**config.mk**
```make
export PLATFORM = sky130hd
export DESIGN_NAME = rspc_unit
export DESIGN_NICKNAME = d
export VERILOG_FILES = /design/src/pkg/rspc_pkg.sv /design/src/verilog/rspc_stack_mem.sv /design/src/verilog/rspc_shadow.sv /design/src/verilog/rspc_unit.sv
export SDC_FILE = /design/constraint.sdc
export NUM_CORES = 2
export LEC_CHECK = 0
export ABC_AREA = 1
export BUFFER_PORTS_ARGS = -buffer_cell sky130_fd_sc_hd__buf_2
export CAP_MARGIN = 20
export CORE_MARGIN = 2
export CORE_UTILIZATION = 35
export CTS_CLUSTER_SIZE = 16
export DETAILED_ROUTE_END_ITERATION = 8
export GPL_TIMING_DRIVEN = 0
export PLACE_DENSITY = 0.51
export SYNTH_ARGS = -nofsm -noshare
export SYNTH_HDL_FRONTEND = slang
export SYNTH_HIERARCHICAL = 1
export SYNTH_SLANG_ARGS = --single-unit
```
**constraint.sdc**
```tcl
create_clock -name clock -period 2.7 [get_ports clock]
set_input_delay 0.27 -clock clock [delete_from_list [all_inputs] [get_ports clock]]
set_output_delay 0.27 -clock clock [all_outputs]
set_load 0.02 [all_outputs]
```
**src/pkg/rspc_pkg.sv**
```systemverilog
// Package with constants, types and register map of the return stack and counter unit.
package rspc_pkg;
  localparam int PC_W = 21;
  localparam int SP_W = 5;
  localparam int DEPTH = 31;
  localparam int ADDR_W = 4;
  localparam logic [4:0] SP_MAX = 5'h1f;
  localparam logic [4:0] SP_ZERO = 5'h00;
  localparam logic [20:0] PC_RESET = 21'h00_0000;
  localparam logic [20:0] PC_STEP = 21'h00_0002;
  localparam logic [20:0] PC_ALIGN_MASK = 21'h1f_fffe;
  localparam int FULL_BIT = 7;
  localparam int UNDER_BIT = 6;
  // Register indices on the plain register port.
  localparam logic [3:0] ADDR_STACK_PTR = 4'h0;
  localparam logic [3:0] ADDR_TOP_LOW = 4'h1;
  localparam logic [3:0] ADDR_TOP_HIGH = 4'h2;
  localparam logic [3:0] ADDR_TOP_UPPER = 4'h3;
  localparam logic [3:0] ADDR_PC_LOW = 4'h4;
  localparam logic [3:0] ADDR_PC_HIGH_LATCH = 4'h5;
  localparam logic [3:0] ADDR_PC_UPPER_LATCH = 4'h6;
  localparam logic [3:0] ADDR_CONFIG = 4'h7;
  localparam logic [7:0] READ_ZERO = 8'h00;
  localparam logic ERR_RESET_DEFAULT = 1'b1;

  typedef enum logic [2:0] {
    RSPC_OP_NONE = 3'b000,
    RSPC_OP_CALL = 3'b001,
    RSPC_OP_RETURN = 3'b010,
    RSPC_OP_PUSH = 3'b011,
    RSPC_OP_POP = 3'b100,
    RSPC_OP_JUMP = 3'b101,
    RSPC_OP_STEP = 3'b110,
    RSPC_OP_HOLD = 3'b111
  } rspc_op_t;

  typedef struct packed {
    rspc_op_t op;
    logic [20:0] target;
    logic irq_vector;
    logic fast_return;
  } rspc_cmd_t;

  typedef struct packed {
    logic [7:0] status;
    logic [7:0] working;
    logic [7:0] bank;
  } rspc_ctx_t;

  typedef struct packed {
    logic [3:0] addr;
    logic [7:0] wdata;
    logic wr;
    logic rd;
  } rspc_bus_t;
endpackage

```
**src/verilog/rspc_stack_mem.sv**
```systemverilog
// Flip-flop storage for the return stack entries, addressed by the stack pointer.
`timescale 1ns/100ps
module rspc_stack_mem #(
  parameter int DEPTH = 31,
  parameter int WIDTH = 21
) (
  input wire logic clock,
  input wire logic sys_rst,
  input wire logic wr_en,
  input wire logic [4:0] wr_idx,
  input wire logic [WIDTH-1:0] wr_data,
  input wire logic [4:0] rd_idx,
  output logic [WIDTH-1:0] rd_data
);
  import rspc_pkg::*;
  typedef struct packed {
    logic [DEPTH:1][WIDTH-1:0] mem;
  } rspc_mem_state_t;
  rspc_mem_state_t state;
  rspc_mem_state_t next_state;

  always_comb begin
    next_state = state;
    for (int i = 1; i <= DEPTH; i++) begin
      if (wr_en && wr_idx == i[4:0]) begin
        next_state.mem[i] = wr_data;
      end
    end
  end

  always_ff @(posedge clock) begin
    if (sys_rst) begin
      state <= '0;
    end else begin
      state <= next_state;
    end
  end

  // Index zero has no storage and always reads as zero.
  always_comb begin
    rd_data = '0;
    if (rd_idx != SP_ZERO) begin
      rd_data = state.mem[rd_idx];
    end
  end
endmodule

```
**src/verilog/rspc_shadow.sv**
```systemverilog
// Single-level shadow copy of status, working and bank-select registers.
`timescale 1ns/100ps
module rspc_shadow (
  input wire logic clock,
  input wire logic sys_rst,
  input wire logic load,
  input wire rspc_pkg::rspc_ctx_t ctx_in,
  output rspc_pkg::rspc_ctx_t ctx_out
);
  import rspc_pkg::*;
  rspc_ctx_t state;
  rspc_ctx_t next_state;

  always_comb begin
    next_state = state;
    if (load) begin
      next_state = ctx_in;
    end
  end

  always_ff @(posedge clock) begin
    if (sys_rst) begin
      state <= '0;
    end else begin
      state <= next_state;
    end
  end

  assign ctx_out = state;
endmodule

```
**src/verilog/rspc_unit.sv**
```systemverilog
// Return address stack, shadow registers and program counter of the core.
//
// The plain strobed port and the register offsets are this design's own decisions.
`timescale 1ns/100ps
module rspc_unit #(
  parameter int DEPTH = rspc_pkg::DEPTH
) (
  input wire logic clock,
  input wire logic sys_rst,
  input wire logic por_rst,
  input wire logic stack_error_reset_enable,
  input wire rspc_pkg::rspc_cmd_t cmd,
  input wire rspc_pkg::rspc_ctx_t ctx_in,
  input wire rspc_pkg::rspc_bus_t bus,
  output rspc_pkg::rspc_ctx_t ctx_restore,
  output logic ctx_restore_valid,
  output logic [20:0] pc,
  output logic [7:0] rdata,
  output logic device_reset_req
);
  import rspc_pkg::*;

  typedef struct packed {
    logic [20:0] pc;
    logic [4:0] sp;
    logic full;
    logic under;
    logic [7:0] high_latch;
    logic [4:0] upper_latch;
    logic [7:0] rdata;
    logic reset_req;
    logic restore_valid;
    rspc_ctx_t restore;
  } rspc_state_t;

  rspc_state_t state;
  rspc_state_t next_state;
  logic mem_wr;
  logic [4:0] mem_idx;
  logic [20:0] mem_wdata;
  logic [20:0] top_entry;
  rspc_ctx_t shadow_ctx;
  logic pc_low_write;
  logic pc_low_read;
  logic top_write;

  // Stack entries survive a device reset, so software can inspect them after a stack error.
  rspc_stack_mem #(.DEPTH(DEPTH), .WIDTH(PC_W)) u_mem (
    .clock(clock),
    .sys_rst(por_rst),
    .wr_en(mem_wr),
    .wr_idx(mem_idx),
    .wr_data(mem_wdata),
    .rd_idx(state.sp),
    .rd_data(top_entry)
  );

  rspc_shadow u_shadow (
    .clock(clock),
    .sys_rst(sys_rst),
    .load(cmd.irq_vector),
    .ctx_in(ctx_in),
    .ctx_out(shadow_ctx)
  );

  assign pc_low_write = bus.wr && bus.addr == ADDR_PC_LOW;
  assign pc_low_read = bus.rd && bus.addr == ADDR_PC_LOW;
  assign top_write = bus.wr && (bus.addr == ADDR_TOP_LOW || bus.addr == ADDR_TOP_HIGH ||
                                bus.addr == ADDR_TOP_UPPER);

  always_comb begin
    logic push;
    logic pop;
    logic hw_full;
    logic hw_under;
    logic [20:0] pc_next;
    push = 1'b0;
    pop = 1'b0;
    hw_full = 1'b0;
    hw_under = 1'b0;
    pc_next = state.pc;
    next_state = state;
    next_state.reset_req = 1'b0;
    next_state.restore_valid = 1'b0;
    next_state.rdata = READ_ZERO;
    mem_wr = 1'b0;
    mem_idx = state.sp;
    mem_wdata = state.pc;

    // Interrupt acknowledge is issued as RSPC_OP_CALL to the vector; cmd.irq_vector itself only loads the shadow.
    case (cmd.op)
      RSPC_OP_CALL: begin
        push = 1'b1;
        pc_next = cmd.target;
      end
      RSPC_OP_PUSH: begin
        push = 1'b1;
      end
      RSPC_OP_RETURN: begin
        pop = 1'b1;
        pc_next = top_entry;
        if (state.sp == SP_ZERO) begin
          pc_next = PC_RESET;
        end
        if (cmd.fast_return) begin
          next_state.restore = shadow_ctx;
          next_state.restore_valid = 1'b1;
        end
      end
      RSPC_OP_POP: begin
        pop = 1'b1;
      end
      RSPC_OP_JUMP: begin
        pc_next = cmd.target;
      end
      RSPC_OP_STEP: begin
        pc_next = state.pc + PC_STEP;
      end
      default: begin
        pc_next = state.pc;
      end
    endcase

    if (push) begin
      if (state.sp == SP_MAX) begin
        hw_full = 1'b1;
      end else begin
        next_state.sp = state.sp + 5'h01;
        mem_idx = next_state.sp;
        mem_wr = 1'b1;
        if (next_state.sp == SP_MAX) begin
          hw_full = 1'b1;
          if (stack_error_reset_enable) begin
            mem_wdata = state.pc + PC_STEP;
          end
        end
      end
    end else if (pop) begin
      if (state.sp == SP_ZERO) begin
        hw_under = 1'b1;
      end else begin
        next_state.sp = state.sp - 5'h01;
      end
    end

    // Software access; the write happens before hardware flag sets.
    if (bus.wr) begin
      if (bus.addr == ADDR_STACK_PTR) begin
        next_state.sp = bus.wdata[SP_W-1:0];
        if (!bus.wdata[FULL_BIT]) next_state.full = 1'b0;
        if (!bus.wdata[UNDER_BIT]) next_state.under = 1'b0;
      end else if (bus.addr == ADDR_PC_HIGH_LATCH) begin
        next_state.high_latch = bus.wdata;
      end else if (bus.addr == ADDR_PC_UPPER_LATCH) begin
        next_state.upper_latch = bus.wdata[4:0];
      end else if (bus.addr == ADDR_PC_LOW) begin
        pc_next = {state.upper_latch, state.high_latch, bus.wdata};
      end
    end
    if (top_write && !mem_wr) begin
      mem_wr = 1'b1;
      mem_idx = state.sp;
      mem_wdata = top_entry;
      if (bus.addr == ADDR_TOP_LOW) mem_wdata[7:0] = bus.wdata;
      else if (bus.addr == ADDR_TOP_HIGH) mem_wdata[15:8] = bus.wdata;
      else mem_wdata[20:16] = bus.wdata[4:0];
    end

    if (bus.rd) begin
      if (bus.addr == ADDR_STACK_PTR) begin
        next_state.rdata = {state.full, state.under, 1'b0, state.sp};
      end else if (bus.addr == ADDR_TOP_LOW) begin
        next_state.rdata = top_entry[7:0];
      end else if (bus.addr == ADDR_TOP_HIGH) begin
        next_state.rdata = top_entry[15:8];
      end else if (bus.addr == ADDR_TOP_UPPER) begin
        next_state.rdata = {3'b000, top_entry[20:16]};
      end else if (bus.addr == ADDR_PC_LOW) begin
        next_state.rdata = state.pc[7:0];
        next_state.high_latch = state.pc[15:8];
        next_state.upper_latch = state.pc[20:16];
      end else if (bus.addr == ADDR_PC_HIGH_LATCH) begin
        next_state.rdata = state.high_latch;
      end else if (bus.addr == ADDR_PC_UPPER_LATCH) begin
        next_state.rdata = {3'b000, state.upper_latch};
      end else if (bus.addr == ADDR_CONFIG) begin
        next_state.rdata = {7'h00, stack_error_reset_enable};
      end else begin
        next_state.rdata = READ_ZERO;
      end
    end

    if (hw_full) next_state.full = 1'b1;
    if (hw_under) next_state.under = 1'b1;
    if ((hw_full || hw_under) && stack_error_reset_enable) begin
      next_state.reset_req = 1'b1;
    end
    next_state.pc = pc_next & PC_ALIGN_MASK;
  end

  // A full-stack reset arrives as sys_rst, which must keep the flags; only por clears them.
  always_ff @(posedge clock) begin
    if (por_rst) begin
      state <= '0;
    end else if (sys_rst) begin
      state.pc <= PC_RESET;
      state.sp <= SP_ZERO;
      state.high_latch <= '0;
      state.upper_latch <= '0;
      state.rdata <= READ_ZERO;
      state.reset_req <= 1'b0;
      state.restore_valid <= 1'b0;
      state.restore <= '0;
    end else begin
      state <= next_state;
    end
  end

  assign pc = state.pc;
  assign rdata = state.rdata;
  assign device_reset_req = state.reset_req;
  assign ctx_restore = state.restore;
  assign ctx_restore_valid = state.restore_valid;
endmodule

```
==> metrics.csv <==
metric,value,unit
status,"finished, violations left",
violations,negative setup slack,
drt_iter0_drc,5836,
final_common_cell,nand2_1,
dp_hpwl,143300,um
cts_buffers,89,
hold_violations,0,
cts.path.max_buffers,3,
insertion_delay,0.70,ns
path_clk_slew,0.07,ns
die_w,330.4,um
clock_skew,0.04161,ns
clock_sinks,749,
ys_seq_elements,749,
grt_max_degree,13,
remaining_drc_errors,0,
rsz0062_at_grt,true,
synthAdderAreaFrac,0.003690,
multiInputGateArea,19580,um^2
wire_per_inst,25.83,um
overflow,0,
startpoint_type,flip-flop,
whs,0.01845,ns
p_leak,18.63,nW
seq_area_frac_synth,0.4020,
area_growth,28.67,%
start_util,0.3533,
ys_warn_count,6,
dieArea,109200,um^2
finalCritPeriodShare,1.143,
finalNetCount,6141,
antenna_found_initial,5,
io_pins,123,
htreeDepth,3,
avgViaCountPerCell,5.537,
num_vias,41640,
cts_tree,yes,
fmax,324.2,MHz
drive_above_1_share,0.1860,
crit_path_end_kind,flip-flop,
grt_pass1_wl,272000,um
grtUsageTotal,0.3447,
synth_cell_types,44,
rows,119,
cap_violations,0,
slew_viol_final,0,
synthFlopType,dfxtp_1,
hold_class,in -> reg,
netlist_area,37300,um^2
root_buffer,clkbuf_16,
numPortBuffers,118,
synthXorXnorAreaFrac,0.0009057,
synth_async_sr_flop_share,0,
die_h,330.4,um
first_pass_iters,6,
synthCells,5656,
mostFrequentLayoutCells,"nand2_1, dfxtp_1, nand3_1",
core,105600,um^2
crit_type,reg -> reg,
synth.area.mux_share,0,
syn-num-nets,5735,
synth_compound_area_frac,0.1510,
fin_cells,7521,
arrival,3.68,ns
finalCriticalPeriod,3.085,ns
powerDensity,547.8,nW/um^2
slew_headroom,0.2293,
yosys.area_share.simple,0.3383,
crit_required,3.29,ns
layout_setup_ws,-0.3849,ns
synth.avg_cell_area,6.594,um^2
dpl.cell_count,7206,
first_global_vias,38230,
synth-edff-count,0,
worst_slew_pin_slew,1.156,ns
peakVddDrop,0.0003958,V
regArea,15010,um^2
detail-route-antenna-nets,0,
wl,194200,um
synth_top_family_by_area,simple AND/OR/NAND/NOR gates,
crit_fanout,10,
setup_viol,661,
num-fill-cells,10970,
place_congestion,1.042,
[critical path, cell delays in order (launching register included)]
cell,delay [ns]
dfxtp_4,0.39
buf_12,0.16
buf_6,0.22
buf_4,0.22
nand2_1,0.12
nand3_1,0.15
nand3_1,0.09
nand2_1,0.10
nand2_1,0.09
nand2_2,0.15
inv_1,0.09
nand2_4,0.09
nand2_1,0.05
o21ai_0,0.08
nand2_1,0.12
o211ai_4,0.09
buf_12,0.15
clkbuf_8,0.15
buf_8,0.16
nand3_1,0.11
a21oi_2,0.16
[power by group]
part           internal (W)  switching, W  total, W
logic              0.000833       0.00194   0.00278
clock network       0.00714       0.00522    0.0124
registers            0.0111     0.0000501    0.0112
total                0.0191       0.00721    0.0263
[cell families (layout without fill, tap and decap cells)]
group | count (synthesis) | count (layout)
AND/OR/NAND/NOR | 2993 | 2993
AO/OA/AOI/OAI | 1014 | 1014
buffers and inverters | 885 | 1358
flip-flops | 749 | 749
adder cells (fa/ha/maj) | 11 | 11
XOR/XNOR | 3 | 3
other | 1 | 2
[synth_stat cells, types with 9 or more instances]
cell type	number	share of area
a21oi_1	626	0.084
nor2_1	284	0.029
a211oi_1	161	0.032
dfxtp_1	749	0.40
inv_1	327	0.033
o21ai_0	172	0.023
nand4_1	16	0.0027
nor2_4	15	0.0045
nor3_1	16	0.0021
buf_6	9	0.0027
buf_4	78	0.016
inv_2	28	0.0028
buf_1	28	0.0028
nand2_2	29	0.0049
nor2_2	16	0.0027
clkbuf_1	255	0.026
ha_1	11	0.0037
o211ai_1	27	0.0054
nand2_1	1827	0.18
nand3_1	775	0.10
buf_2	157	0.021
[stage by stage]
| step | area, um^2 | setup slack (ns) | utilization | power, W | TNS (ns) |
|---|---|---|---|---|---|
| 2_1_floorplan | 37300 | 0.03018 | - | 0.01247 | 0 |
| 3_3_place_gp | 39630 | -2.212 | 0.3754 | 0.01348 | -1207.45 |
| 3_5_place_dp | 40280 | -2.063 | 0.3816 | 0.01354 | -1015.62 |
| 4_1_cts | 47440 | -0.2517 | 0.4493 | 0.02623 | -92.48 |
| 5_1_grt | 47990 | -0.4082 | 0.4546 | 0.02686 | -191.29 |
| 6_report | 47990 | -0.3849 | 0.4546 | 0.02629 | -148.96 |
[registers in the layout (all words and copies together), names as in the netlist]
name and flops:
ctx_restore 24, ctx_restore_valid 1, device_reset_req 1, pc 20, rdata 8, state 20
u_mem/state 651, u_shadow/ctx_out 24
[worst paths after layout]
check	from	end	slack, ns	cells past startpoint
worst max register to register	state[49]	u_mem/state[338]	-0.38	20
worst min register to register	u_mem/state[371]	u_mem/state[371]	0.46	2
worst max-delay path	state[49]	u_mem/state[338]	-0.38	20
worst min-delay path	cmd[5]	pc[3]	0.02	5
[metal layers]
metal / GRT usage / routed length [um] / vias up
met5: 0 / 46 / -
met4: 0.1880 / 12040 / 6
met3: 0.06204 / 17810 / 465
met2: 0.5053 / 81340 / 2151
met1: 0.4776 / 83010 / 19820
li1: - / - / 19210
[layout make-up]
class / instances / share of cell area
antenna: 1 / 0.00005214
multi-input combinational: 4022 / 0.4079
clock buffer: 133 / 0.05509
inverter: 358 / 0.02847
clock inverter: 25 / 0.005683
buffer: 527 / 0.09020
sequential: 749 / 0.3127
tap: 1391 / 0.03626
timing repair buffer: 315 / 0.06364
[repair_timing]
| action | CTS | global route |
|---|---|---|
| resized for setup | 825 | 137 |
| setup buffers | 65 | 14 |
| endpoints found under the setup margin | 679 | 666 |
| gates cloned | 4 | 0 |
| hold buffers | 72 | 0 |
| hold endpoints to repair | 42 | 0 |
| pin swaps | 72 | 18 |
Note: power is estimated with default switching activity, not from simulation.
